===== config.mk =====
export PLATFORM = sky130hd
export DESIGN_NAME = ltx_top
export DESIGN_NICKNAME = d
export VERILOG_FILES = /design/src/rtl/ltx_pkg.sv /design/src/rtl/ltx_fifo_if.sv /design/src/rtl/ltx_top.sv /design/src/rtl/ltx_fifo.sv /design/src/rtl/ltx_encoder.sv
export SDC_FILE = /design/constraint.sdc
export NUM_CORES = 1
export LEC_CHECK = 0
export BUFFER_PORTS_ARGS = -buffer_cell sky130_fd_sc_hd__buf_4
export CAP_MARGIN = 5
export CORE_MARGIN = 2
export CORE_UTILIZATION = 58
export DETAILED_ROUTE_END_ITERATION = 10
export PLACE_DENSITY = 0.77
export SKIP_CTS_REPAIR_TIMING = 1
export SLEW_MARGIN = 20
export SYNTH_ARGS = -nofsm -noshare
export SYNTH_HDL_FRONTEND = slang
export SYNTH_HIERARCHICAL = 1
export SYNTH_SLANG_ARGS = --single-unit

===== constraint.sdc =====
create_clock -name ref_clk -period 5.5 [get_ports ref_clk]
set_input_delay 0.825 -clock ref_clk [delete_from_list [all_inputs] [get_ports ref_clk]]
set_output_delay 0.825 -clock ref_clk [all_outputs]
set_load 0.01 [all_outputs]

===== src/rtl/ltx_pkg.sv =====
// Constants and types for the per-channel transmit path configuration block
// How it works
// - Each of the eight channels owns both transmit registers, channel copies 20H apart from 02H/03H.
// - Power-down bit 4 of the path register stops the transmitter and turns the line driver off.
// - Polarity bit 3 treats single-rail and dual-rail input data as active high at 0, active low at 1.
// - Edge bit 2 samples input data on falling clock edges at 0 and on rising edges at 1.
// - Coding mode 00 takes single-rail data and applies HDB3 (E1) or B8ZS (T1/J1) substitution.
// - Coding mode 01 takes single-rail data and applies plain AMI with no zero substitution.
// - Upper coding mode bit 1 bypasses the encoder and forwards the framer's dual-rail data.
// - Bit 5 of the driver register keeps the driver failure monitor on at 0 while the line driver is enabled, off at 1; reset 0.
// - Bit 4 of the driver register (reset 1) turns only the line driver and its failure monitor off; the path keeps running.
// - The 4-bit template field picks E1, T1 cable ranges, J1, reserved or user waveform shapes.
// - One global bit selects E1 at 0 and T1/J1 at 1, steering the substitution code.
// - With the global broadcast bit set, a write to one channel's register lands in every channel.
package ltx_pkg;
  localparam int CH_N   = 8;
  localparam int ADR_W  = 10;
  localparam int CH_LSB = 5;
  localparam int FIFO_DEPTH = 16;
  localparam int SUB_LEN    = 8;
  localparam int HDB_LEN    = 4;
  // Register indices; byte address is four times the index
  localparam logic [4:0] IDX_CTRL   = 5'h02;
  localparam logic [4:0] IDX_TMPL   = 5'h03;
  localparam logic [7:0] IDX_STATUS = 8'h1e;
  localparam logic [7:0] IDX_GLOBAL = 8'h1f;
  // Path control fields
  localparam int CTRL_PWRDN = 4;
  localparam int CTRL_POL   = 3;
  localparam int CTRL_EDGE  = 2;
  localparam int CTRL_MODE_HI = 1;
  localparam logic [7:0] CTRL_MASK = 8'h1f;
  localparam logic [7:0] CTRL_RST  = 8'h00;
  // Driver and template fields
  localparam int TMPL_DFM_DIS = 5;
  localparam int TMPL_HIZ     = 4;
  localparam logic [7:0] TMPL_MASK = 8'h3f;
  localparam logic [7:0] TMPL_RST  = 8'h10;
  localparam logic [1:0] TMPL_USER = 2'h3;
  // Global fields
  localparam int GLB_STD  = 4;
  localparam int GLB_COPY = 3;
  localparam logic [7:0] GLB_MASK = 8'h18;
  localparam logic [7:0] GLB_RST  = 8'h00;
  // Coding modes
  localparam logic [1:0] MODE_SUBST = 2'h0;
  localparam logic [1:0] MODE_AMI   = 2'h1;
  typedef enum logic [1:0] {SYM_ZERO, SYM_MARK, SYM_VIOL, SYM_BAL} ltx_sym_t;
endpackage


===== src/rtl/ltx_fifo_if.sv =====
// Stream carrier between the sampler, the FIFO and the encoder
`timescale 1ns/1ps
`default_nettype none
interface ltx_fifo_if #(parameter int W = 2);
  logic         in_valid;
  logic         in_ready;
  logic [W-1:0] in_data;
  logic         out_valid;
  logic         out_ready;
  logic [W-1:0] out_data;
  modport src  (output in_valid, output in_data, input in_ready);
  modport fifo (input in_valid, input in_data, output in_ready,
                output out_valid, output out_data, input out_ready);
  modport snk  (input out_valid, input out_data, output out_ready);
endinterface
`default_nettype wire


===== src/rtl/ltx_top.sv =====
// Transmit path configuration registers with per-channel sampler, FIFO and encoder
//
// The Wishbone register port was left to the implementer.
`timescale 1ns/1ps
`default_nettype none
module ltx_top (
  // Clock and reset
  input  wire logic                         ref_clk,
  input  wire logic                         rst_n,
  // Wishbone slave
  input  wire logic                         wb_cyc_i,
  input  wire logic                         wb_stb_i,
  input  wire logic                         wb_we_i,
  input  wire logic [ltx_pkg::ADR_W-1:0]    wb_adr_i,
  input  wire logic [3:0]                   wb_sel_i,
  input  wire logic [31:0]                  wb_dat_i,
  output logic      [31:0]                  wb_dat_o,
  output logic                              wb_ack_o,
  // Framer side
  input  wire logic [ltx_pkg::CH_N-1:0]     tx_line_clock,
  input  wire logic [ltx_pkg::CH_N-1:0]     tx_single_rail_in,
  input  wire logic [2*ltx_pkg::CH_N-1:0]   tx_dual_rail_in,
  output logic      [ltx_pkg::CH_N-1:0]     tx_accept,
  // Line side
  input  wire logic [ltx_pkg::CH_N-1:0]     line_ready,
  output logic      [ltx_pkg::CH_N-1:0]     line_pos,
  output logic      [ltx_pkg::CH_N-1:0]     line_neg,
  output logic      [ltx_pkg::CH_N-1:0]     line_valid,
  output logic      [ltx_pkg::CH_N-1:0]     line_drive_en,
  // Driver monitor
  input  wire logic [ltx_pkg::CH_N-1:0]     driver_fail_sense,
  output logic      [ltx_pkg::CH_N-1:0]     driver_fail_monitor,
  // Waveform shaper
  output logic      [4*ltx_pkg::CH_N-1:0]   pulse_template_select,
  output logic      [ltx_pkg::CH_N-1:0]     template_user,
  output logic                              global_line_standard
);
  import ltx_pkg::*;

  //////////////////////////////////////////////////////////////////////////////
  // Bus decode

  localparam int IDX_W = ADR_W - 2;
  localparam int CH_W  = IDX_W - CH_LSB;

  logic [7:0] ctrl_q [CH_N];
  logic [7:0] tmpl_q [CH_N];
  logic [7:0] glb_q;
  logic [CH_N-1:0] fail_q;
  logic            ack_q;
  logic [31:0]     rd_q;

  wire [IDX_W-1:0]  idx    = wb_adr_i[ADR_W-1:2];
  wire [CH_W-1:0]   ch_sel = idx[IDX_W-1:CH_LSB];
  wire [CH_LSB-1:0] off    = idx[CH_LSB-1:0];
  wire req     = wb_cyc_i && wb_stb_i && !ack_q;
  wire wr_en   = req && wb_we_i && wb_sel_i[0];
  wire is_ctrl = (off == IDX_CTRL);
  wire is_tmpl = (off == IDX_TMPL);
  wire is_glob = (idx == IDX_GLOBAL);
  wire is_stat = (idx == IDX_STATUS);
  wire copy_on = glb_q[GLB_COPY];
  wire [7:0] wr_byte = wb_dat_i[7:0];

  wire [7:0] rd_mux = is_glob ? glb_q :
                      is_stat ? fail_q :
                      is_ctrl ? ctrl_q[ch_sel] :
                      is_tmpl ? tmpl_q[ch_sel] : 8'h00;

  assign wb_ack_o = ack_q;
  assign wb_dat_o = rd_q;
  assign global_line_standard = glb_q[GLB_STD];

  //////////////////////////////////////////////////////////////////////////////
  // Bus slave: answers every access one cycle after the request

  always_ff @(posedge ref_clk or negedge rst_n) begin
    if (!rst_n) begin
      ack_q <= 1'b0;
      rd_q  <= '0;
    end else begin
      ack_q <= req;
      if (req) begin
        rd_q <= {24'h000000, rd_mux};
      end
    end
  end

  always_ff @(posedge ref_clk or negedge rst_n) begin
    if (!rst_n) begin
      glb_q <= GLB_RST;
    end else if (wr_en && is_glob) begin
      glb_q <= wr_byte & GLB_MASK;
    end
  end

  //////////////////////////////////////////////////////////////////////////////
  // Per-channel registers and data path

  for (genvar c = 0; c < CH_N; c++) begin : g_ch
    ltx_fifo_if #(.W(2)) fq ();
    logic [4:0] s1_q;
    logic [4:0] s2_q;
    logic       clk_d_q;

    // Writes land here on a channel hit or in broadcast mode
    wire hit    = wr_en && !is_glob && !is_stat
                  && (ch_sel == CH_W'(c) || copy_on);
    wire pwrdn  = ctrl_q[c][CTRL_PWRDN];
    wire pol    = ctrl_q[c][CTRL_POL];
    wire edge_r = ctrl_q[c][CTRL_EDGE];
    wire [1:0] mode = ctrl_q[c][1:0];

    always_ff @(posedge ref_clk or negedge rst_n) begin
      if (!rst_n) begin
        ctrl_q[c] <= CTRL_RST;
      end else if (hit && is_ctrl) begin
        ctrl_q[c] <= wr_byte & CTRL_MASK;
      end
    end

    always_ff @(posedge ref_clk or negedge rst_n) begin
      if (!rst_n) begin
        tmpl_q[c] <= TMPL_RST;
      end else if (hit && is_tmpl) begin
        tmpl_q[c] <= wr_byte & TMPL_MASK;
      end
    end

    // Two-flop synchronisers for clock, data and fault sense
    wire [4:0] raw = {driver_fail_sense[c], tx_dual_rail_in[2*c+1],
                      tx_dual_rail_in[2*c], tx_single_rail_in[c], tx_line_clock[c]};

    always_ff @(posedge ref_clk or negedge rst_n) begin
      if (!rst_n) begin
        s1_q    <= '0;
        s2_q    <= '0;
        clk_d_q <= 1'b0;
      end else begin
        s1_q    <= raw;
        s2_q    <= s1_q;
        clk_d_q <= s2_q[0];
      end
    end

    wire rise = s2_q[0] && !clk_d_q;
    wire fall = !s2_q[0] && clk_d_q;
    wire take = edge_r ? rise : fall;

    // Polarity applies to both input forms
    assign fq.in_valid = take && !pwrdn;
    assign fq.in_data  = mode[CTRL_MODE_HI] ? {s2_q[3] ^ pol, s2_q[2] ^ pol}
                                            : {s2_q[1] ^ pol, 1'b0};
    assign tx_accept[c] = fq.in_ready && !pwrdn;

    ltx_fifo #(.W(2), .DEPTH(FIFO_DEPTH)) u_fifo (
      .ref_clk (ref_clk),
      .rst_n   (rst_n),
      .f       (fq)
    );

    ltx_encoder u_enc (
      .ref_clk     (ref_clk),
      .rst_n       (rst_n),
      .f           (fq),
      .coding_mode (mode),
      .line_std    (glb_q[GLB_STD]),
      .pwrdn       (pwrdn),
      .line_ready  (line_ready[c]),
      .line_pos    (line_pos[c]),
      .line_neg    (line_neg[c]),
      .line_valid  (line_valid[c])
    );

    // Driver off in power-down or high impedance; path runs on in the latter
    assign line_drive_en[c] = !pwrdn && !tmpl_q[c][TMPL_HIZ];

    always_ff @(posedge ref_clk or negedge rst_n) begin
      if (!rst_n) begin
        fail_q[c] <= 1'b0;
      end else begin
        fail_q[c] <= s2_q[4] && !tmpl_q[c][TMPL_DFM_DIS] && line_drive_en[c];
      end
    end

    assign driver_fail_monitor[c] = fail_q[c];
    assign pulse_template_select[4*c +: 4] = tmpl_q[c][3:0];
    assign template_user[c] = (tmpl_q[c][3:2] == TMPL_USER);

  end
endmodule
`default_nettype wire


===== src/rtl/ltx_fifo.sv =====
// Parameterised word FIFO with valid/ready on both sides
`timescale 1ns/1ps
`default_nettype none
module ltx_fifo #(
  parameter int W     = 2,
  parameter int DEPTH = 16
) (
  // Clock and reset
  input wire logic ref_clk,
  input wire logic rst_n,
  // Stream
  ltx_fifo_if.fifo f
);
  localparam int AW = $clog2(DEPTH);
  logic [AW:0]  wp_q;
  logic [AW:0]  rp_q;
  logic [W-1:0] mem [DEPTH];
  wire full  = (wp_q[AW] != rp_q[AW]) && (wp_q[AW-1:0] == rp_q[AW-1:0]);
  wire empty = (wp_q == rp_q);
  wire push  = f.in_valid && !full;
  wire pop   = f.out_ready && !empty;
  assign f.in_ready  = !full;
  assign f.out_valid = !empty;
  assign f.out_data  = mem[rp_q[AW-1:0]];

  always_ff @(posedge ref_clk) begin
    if (push) begin
      mem[wp_q[AW-1:0]] <= f.in_data;
    end
  end

  always_ff @(posedge ref_clk or negedge rst_n) begin
    if (!rst_n) begin
      wp_q <= '0;
      rp_q <= '0;
    end else begin
      wp_q <= wp_q + (AW+1)'(push);
      rp_q <= rp_q + (AW+1)'(pop);
    end
  end
endmodule
`default_nettype wire


===== src/rtl/ltx_encoder.sv =====
// Line encoder: HDB3/B8ZS, AMI or dual-rail bypass
`timescale 1ns/1ps
`default_nettype none
module ltx_encoder
  import ltx_pkg::*;
(
  // Clock and reset
  input wire logic       ref_clk,
  input wire logic       rst_n,
  // Stream in
  ltx_fifo_if.snk        f,
  // Configuration
  input wire logic [1:0] coding_mode,
  input wire logic       line_std,
  input wire logic       pwrdn,
  // Line side
  input wire logic       line_ready,
  output logic           line_pos,
  output logic           line_neg,
  output logic           line_valid
);
  ltx_sym_t sym_q [SUB_LEN];
  ltx_sym_t sh    [SUB_LEN];
  logic     odd_q;
  logic     last_q;
  logic     subst_hit;
  wire pop    = f.out_valid && f.out_ready;
  wire bypass = coding_mode[CTRL_MODE_HI];
  wire subst  = (coding_mode == MODE_SUBST);
  wire oldest_nz = (sym_q[SUB_LEN-1] != SYM_ZERO);
  wire new_pol   = (sym_q[SUB_LEN-1] == SYM_VIOL) ? last_q : !last_q;
  assign f.out_ready = line_ready && !pwrdn;

  always_comb begin
    logic b8_zero;
    logic hd_zero;
    b8_zero = 1'b1;
    hd_zero = 1'b1;
    sh[0] = f.out_data[1] ? SYM_MARK : SYM_ZERO;
    for (int i = 1; i < SUB_LEN; i++) begin
      sh[i] = sym_q[i-1];
    end
    for (int i = 0; i < SUB_LEN; i++) begin
      b8_zero = b8_zero && (sh[i] == SYM_ZERO);
      if (i < HDB_LEN) begin
        hd_zero = hd_zero && (sh[i] == SYM_ZERO);
      end
    end
    subst_hit = 1'b0;
    if (subst && line_std && b8_zero) begin
      subst_hit = 1'b1;
      sh[4] = SYM_VIOL;
      sh[3] = SYM_BAL;
      sh[1] = SYM_VIOL;
      sh[0] = SYM_BAL;
    end else if (subst && !line_std && hd_zero) begin
      subst_hit = 1'b1;
      sh[HDB_LEN-1] = odd_q ? SYM_ZERO : SYM_BAL;
      sh[0] = SYM_VIOL;
    end
  end

  always_ff @(posedge ref_clk or negedge rst_n) begin
    if (!rst_n) begin
      for (int i = 0; i < SUB_LEN; i++) begin
        sym_q[i] <= SYM_ZERO;
      end
      odd_q      <= 1'b0;
      last_q     <= 1'b0;
      line_pos   <= 1'b0;
      line_neg   <= 1'b0;
      line_valid <= 1'b0;
    end else begin
      line_valid <= pop;
      if (pop && bypass) begin
        line_pos <= f.out_data[1];
        line_neg <= f.out_data[0];
      end else if (pop) begin
        sym_q    <= sh;
        odd_q    <= subst_hit ? 1'b0 : (odd_q ^ f.out_data[1]);
        line_pos <= oldest_nz && new_pol;
        line_neg <= oldest_nz && !new_pol;
        if (oldest_nz) begin
          last_q <= new_pol;
        end
      end
    end
  end
endmodule
`default_nettype wire


==> reports/results.ini, run 1 <==
[clock_network]
cts.clk_slew.worst_paths_ps=60
cts_buffers=73
ctsLongestPathBuffers=3
htree_levels=3
cts_sinks=699
clock-root-buffer=clkbuf_16
clk_latency_ps=610
cts_tree=yes

[routing]
vias_per_cell=5.87
drc=0
drt_iter0_drc=1455
ant_nets=0
vias=19000
firstDrtPassIters=5
wl_per_cell_um=20.4
routed_wl_mm=65.9

[power_and_ir_drop]
p_per_area_nw_per_um2=480
ir_drop_mv=0.405
power_leakage_nw=14.3

[synthesis]
synth.avg_cell_area_um2=13.3
ys_seq_area_share_pct=59.3
yosysTopAreaCell=dfrtp_1
synth_edf_count=256
synthCells=2388
async_reset_ff_share_pct=63.4
synth_top_area_share_pct=34.4
synth_area_um2=31700
yosys_warnings=6
ys.flop_type=dfrtp_1
ys_seq_elements=699
yosys-top-cells-area=dfrtp_1 (34%), edfxtp_1 (24%), nand2_1 (4.5%)
synth.distinct_cells=67

[grt]
busiest_layer=met2
grt_pass1_wl_mm=106
grt_overflow=0
met3_usage_pct=4.82
grt_pass1_vias=19400
antenna_found_initial=3
use_met2_pct=38.5
grt_usage_pct=23.9
grt_max_degree=158
met1_usage_pct=32.4

[floorplanning]
io_pins=221
dieHeight_um=238
core_um2=53900
num_rows=85
die_w_um=238
initial_core_util_pct=58.7
die_area_um2=56500

[critical_path]
critical_path.max_fanout=11
cp-end-kind=output pin
r2r_start=g_ch[1].u_fifo/rp_q[4]
cp.required_ps=4680
r2r_cells=6
cp-startpoint=g_ch[0].u_fifo/rp_q[1]
cp-start-kind=register
criticalPathCategory=reg2out
worst_ep_arrival_time_ps=2530

[sta]
worstMarginPinSlew_ps=1080
setup_tns_ps=0
skew_ps=18.2
drv_slew=0
fmax_ghz=0.298
final_hold_viol_count=0
fin_crit_ps=3360
setup_violations=0
fin_crit_sh_pct=61.0
slew_headroom_pct=28.1
rsz0062_at_grt=false

[job]
maxCapViolations=0

[placed_design]
placed_cell_area_um2=32600
port_buffers=165
place_congestion=0.863
dp_hpwl_mm=45.4

[finish]
nets=2613
stdcell_area_um2=35000
area_delta_synth_final_pct=10.4
layout-drive-gt1-share_pct=21.8

[min_path]
hold_class=in2async

[run_status]
status=finished clean

through the flow:
| step | instances | worst slack [ps] | hold WS [ps] | utilization [%] | total power, mW |
|---|---|---|---|---|---|
| 2_1_floorplan | 2411 | 3140 | 331 | - | 11.2 |
| 3_3_place_gp | 3102 | 2390 | 333 | 60.4 | 11.8 |
| 3_5_place_dp | 3102 | 2200 | 335 | 60.4 | 12.1 |
| 4_1_cts | 3235 | 1620 | 283 | 64.8 | 16.9 |
| 5_1_grt | 3238 | 1960 | 297 | 64.8 | 17.8 |
| 6_report | 3238 | 2140 | 250 | 64.8 | 16.8 |
cells by family after synthesis:
group / Yosys count / synth area share, %
flops: 699 / 59.3
xor+xnor: 112 / 3.37
compound gates: 219 / 5.42
mux: 269 / 11.4
fa+ha+maj: 32 / 1.26
buf+inv: 203 / 4.78
other cells: 1 / 0.0118
simple gates: 853 / 14.4
flip-flops by register name (all words and copies together) (netlist names), 16 cells and up:
register               cells
g_ch.u_enc/sh             64
g_ch.s2_q                 40
pulse_template_select     32
g_ch.u_fifo/wp_q          40
g_ch.u_enc/sym_q          64
tmpl_q                    16
g_ch.s1_q                 40
g_ch.u_fifo/mem          256
g_ch.u_fifo/rp_q          40
ctrl_q                    40
critical path, cell delays in order, from the launching register on:
cell	delay [ps]
dfrtp_1	690
xor2_1	190
nor4_4	610
nand2_1	100
nor2b_1	170
buf_4	160
Yosys cell counts (all sizes together) (13+ instances only):
cell type  number
nand2b         39
mux4           58
dfrtp         435
clkbuf         13
edfxtp        256
nand3          47
nor4           63
mux2i         113
xor2           64
nor2          131
nand3b         26
a21oi          69
a2111oi        48
a221oi         20
a22oi          20
buf           163
ha             32
nand2         378
or2            23
nor2b          18
o21ai          37
xnor2          48
mux2           98
and2           30
nor3           53
inv            27
report_power, final:
group	leakage, nW	total [mW]	internal (mW)	switching [mW]
clock	1.15	4.76	2.82	1.94
sequential	7.72	7.86	6.41	1.45
combinational	5.45	4.17	1.88	2.29
cell usage in the layout, fill, tap and decap left out, types with 9 or more instances in the layout:
cell type | synthesis | routed
or2_2 | 15 | 15
a22oi_1 | 20 | 20
buf_4 | 87 | 168
mux4_2 | 39 | 39
dfrtp_1 | 435 | 435
nor2b_1 | 18 | 18
xor2_2 | 9 | 9
nor2_1 | 116 | 116
mux2i_1 | 113 | 113
nand3b_1 | 17 | 17
a2111oi_1 | 14 | 14
nand2_1 | 378 | 378
xor2_1 | 54 | 54
ha_1 | 32 | 32
xnor2_1 | 48 | 40
a21oi_1 | 69 | 69
conb_1 | 1 | 24
a221oi_1 | 20 | 20
o21ai_0 | 37 | 37
inv_1 | 23 | 23
clkbuf_1 | 10 | 25
nand2b_1 | 39 | 39
a2111oi_2 | 34 | 34
nor4_4 | 8 | 11
nor4_2 | 25 | 22
and2_1 | 29 | 29
nand3_1 | 47 | 47
edfxtp_1 | 256 | 256
mux4_1 | 19 | 19
mux2_2 | 95 | 95
clkinv_2 | 0 | 12
clkbuf_16 | 0 | 78
nor3_1 | 53 | 53
nor4_1 | 30 | 30
path summary, 6_finish.rpt:
| path | slack, ps | endpoint |
|---|---|---|
| max in group asynchronous | 3840 | g_ch[0].s2_q[0] |
| worst max-delay path | 2140 | tx_accept[0] |
| worst max register to register | 2600 | g_ch[1].u_enc/sym_q[8] |
| worst min-delay path | 250 | g_ch[6].u_fifo/wp_q[3] |
| min in group ref_clk | 320 | g_ch[0].s1_q[3] |
| worst min register to register | 350 | g_ch[1].s2_q[1] |
per-layer routing:
| metal | vias up | share of wire (%) | wire length (um) |
|---|---|---|---|
| met3 | 107 | 5.8 | 3830 |
| li1 | 8729 | - | - |
| met1 | 9625 | 42 | 28000 |
| met2 | 557 | 49 | 32100 |
| met5 | - | 0 | 0 |
| met4 | 0 | 3.0 | 1970 |
layout make-up:
class / count / area, um^2
Multi-Input combinational cell: 1509 / 11500
Fill cell: 3871 / 19000
Clock buffer: 109 / 2130
Timing Repair Buffer: 172 / 1330
Antenna cell: 2 / 5.00
Inverter: 27 / 104
Clock inverter: 24 / 201
Sequential cell: 699 / 18800
Tap cell: 696 / 871
Note: power is estimated with default switching activity, not from simulation.
==> inputs of run 2 (changes only) <==
Settings changed: CORE_UTILIZATION 58 to 55.
Clock period 5.5 ns to 3 ns, I/O delays scaled along.
==> run 2 against run 1 <==
Die area rose by 5.4%. Count of clock-buffer cells in the layout fell by 18. Worst hold slack got worse by 230 ps. Sequential power rose by 81%. Clock skew rose by 1.5 ps. Cell count rose by 4.7%. Global-route usage fell by 1.2 points. Clock power rose by 97%.
==> reports/results.ini, run 2 (same netlist as run 1, synthesis figures left out) <==
[run_status]
status=finished clean

[floorplanning]
io_pins=221  ; unchanged
initial_core_util_pct=55.9  ; -2.8 points
die_area_um2=59500  ; +5.4%
num_rows=87  ; +2.4%
dieHeight_um=244  ; +2.6%
core_um2=56600  ; +5.0%
die_w_um=244  ; +2.6%

[routing]
vias=19500  ; +2.4%
vias_per_cell=5.75  ; -2.2%
firstDrtPassIters=6  ; +1
ant_nets=0  ; unchanged
routed_wl_mm=67.3  ; +2.1%
drc=0  ; unchanged
drt_iter0_drc=1592  ; +9.4%
wl_per_cell_um=19.8  ; -2.5%

[clock_network]
cts_sinks=699  ; unchanged
clk_latency_ps=610  ; about the same
cts_tree=yes
htree_levels=3  ; unchanged
cts_buffers=74  ; +1.4%
cts.clk_slew.worst_paths_ps=60  ; about the same
ctsLongestPathBuffers=3  ; unchanged
clock-root-buffer=clkbuf_16

[critical_path]
path_common_cell=buf_4
cp-end-kind=output pin
worst_ep_arrival_time_ps=2390  ; -140 ps
r2r_start=g_ch[6].u_fifo/rp_q[0]
cp-start-kind=register
r2r_cells=9  ; +3
path_buf_inv=2  ; +1
cp_top_family=simple AND/OR/NAND/NOR gates
reg2reg_slack_ps=400  ; -2200 ps
r2r_end=g_ch[6].u_enc/sym_q[14]
cp_cell_sequence=xor2_1 > nor4_4 > buf_4 > nand2_1 > nor2b_1 > buf_4
criticalPathCategory=reg2out
slowest_delay_ps=520  ; -170 ps
cp.required_ps=2550  ; -2130 ps
critical_path.max_fanout=19  ; +8
cp_slowest_cell=dfrtp_2

[grt]
met1_usage_pct=30.2  ; -2.2 points
busiest_layer=met2
grt_pass1_vias=19400  ; +0.041%
grt_overflow=0  ; unchanged
met3_usage_pct=4.74  ; -0.078 points
grt_usage_pct=22.7  ; -1.2 points
grt_pass1_wl_mm=107  ; +0.71%
use_met2_pct=37.0  ; -1.5 points
grt_max_degree=81  ; -49%
antenna_found_initial=4  ; +1

[placed_design]
place_congestion=0.866  ; +0.37%
port_buffers=165  ; unchanged
dp_hpwl_mm=47.3  ; +4.0%
post-place-cells=3211  ; +3.5%

[finish]
utilization_pct=63.6  ; -1.3 points
nets=2702  ; +3.4%
layout_common_cells=dfrtp_1 (432), nand2_1 (378), edfxtp_1 (256)
largest_register_ff_count=256  ; unchanged
area_delta_synth_final_pct=13.6
layout-drive-gt1-share_pct=23.5  ; +1.7 points
layout_commonest_cell=dfrtp_1
final_cell_count_no_fill=3390  ; +4.7%

[min_path]
worstHoldEndpoint=g_ch[1].s1_q[4]
hold_class=in2reg
holdCritStartpoint=driver_fail_sense[1]
holdPathStages=1

[sta]
skew_ps=19.7  ; +1.52 ps
worstMarginPinSlew_ps=1120  ; +40.6 ps
fin_crit_sh_pct=94.7
slew_headroom_pct=25.5  ; -2.6 points
final_hold_viol_count=0  ; unchanged
fmax_ghz=0.352
fin_crit_ps=2840
rsz0062_at_grt=false
drv_slew=0  ; unchanged
setup_violations=0  ; unchanged

[power_and_ir_drop]
power_leakage_nw=14.8  ; +3.3%
ir_drop_mv=0.604  ; +49%
power.total_mw=31.8  ; +89%
p_per_area_nw_per_um2=883  ; +84%

[job]
maxCapViolations=0  ; unchanged

## run 2: how the worst max path moves through the flow
| stage | from | end | slack, ps | cells after the start |
|---|---|---|---|---|
| 2_1_floorplan | g_ch[4].u_fifo/rp_q[0] | g_ch[4].u_enc/sym_q[14] | 830 | 9 |
| 3_3_place_gp | g_ch[6].u_fifo/rp_q[0] | g_ch[6].u_enc/sh[5] | 510 | 7 |
| 3_5_place_dp | g_ch[2].u_fifo/rp_q[0] | g_ch[2].u_enc/sym_q[14] | 430 | 7 |
| 4_1_cts | g_ch[2].u_fifo/rp_q[1] | tx_accept[2] | -6 | 6 |
| 5_1_grt | g_ch[0].u_fifo/rp_q[2] | tx_accept[0] | 40 | 6 |
| 6_report | g_ch[2].u_fifo/rp_q[1] | tx_accept[2] | 160 | 6 |
## run 2: layout make-up
| cell class | count | area (um^2) |
|---|---|---|
| tap | 756 | 946 |
| clock inverter | 45 | 430 |
| sequential | 699 | 18800 |
| fill | 4162 | 20600 |
| timing repair buffer | 260 | 2120 |
| clock buffer | 91 | 2100 |
| antenna | 3 | 7.51 |
| multi-input combinational | 1509 | 11500 |
| inverter | 27 | 104 |
## run 2: layer usage
metal / up-vias / wire (um)
met5: - / 0
met4: 0 / 2050
met3: 116 / 4380
met2: 636 / 33100
met1: 9823 / 27700
li1: 8901 / -
## run 2: report_power, final
part	internal [mW]	total (mW)	switching, mW
Combinational	3.68	8.19	4.51
Clock	5.61	9.36	3.75
Sequential	11.8	14.2	2.47
## run 2: metrics by stage
stage	TNS [ps]	cell area [um^2]	hold WS [ps]	setup slack, ps
finish	0	36000	20.4	159
floorplan	0	31800	154	832
detailed placement	0	33000	335	430
CTS	-5.76	35600	-157	-5.76
global route	0	36000	0.304	41.2
global placement	0	33000	333	514
## run 2: worst register-to-register path, stage by stage (launching register included)
cell      delay, ps
dfrtp_1         680
buf_4           270
mux2i_1         270
a221oi_1        150
a22oi_1         160
nand2_1         200
nor3_1          240
nand3_1         140
or2_1           280
a21oi_1         150
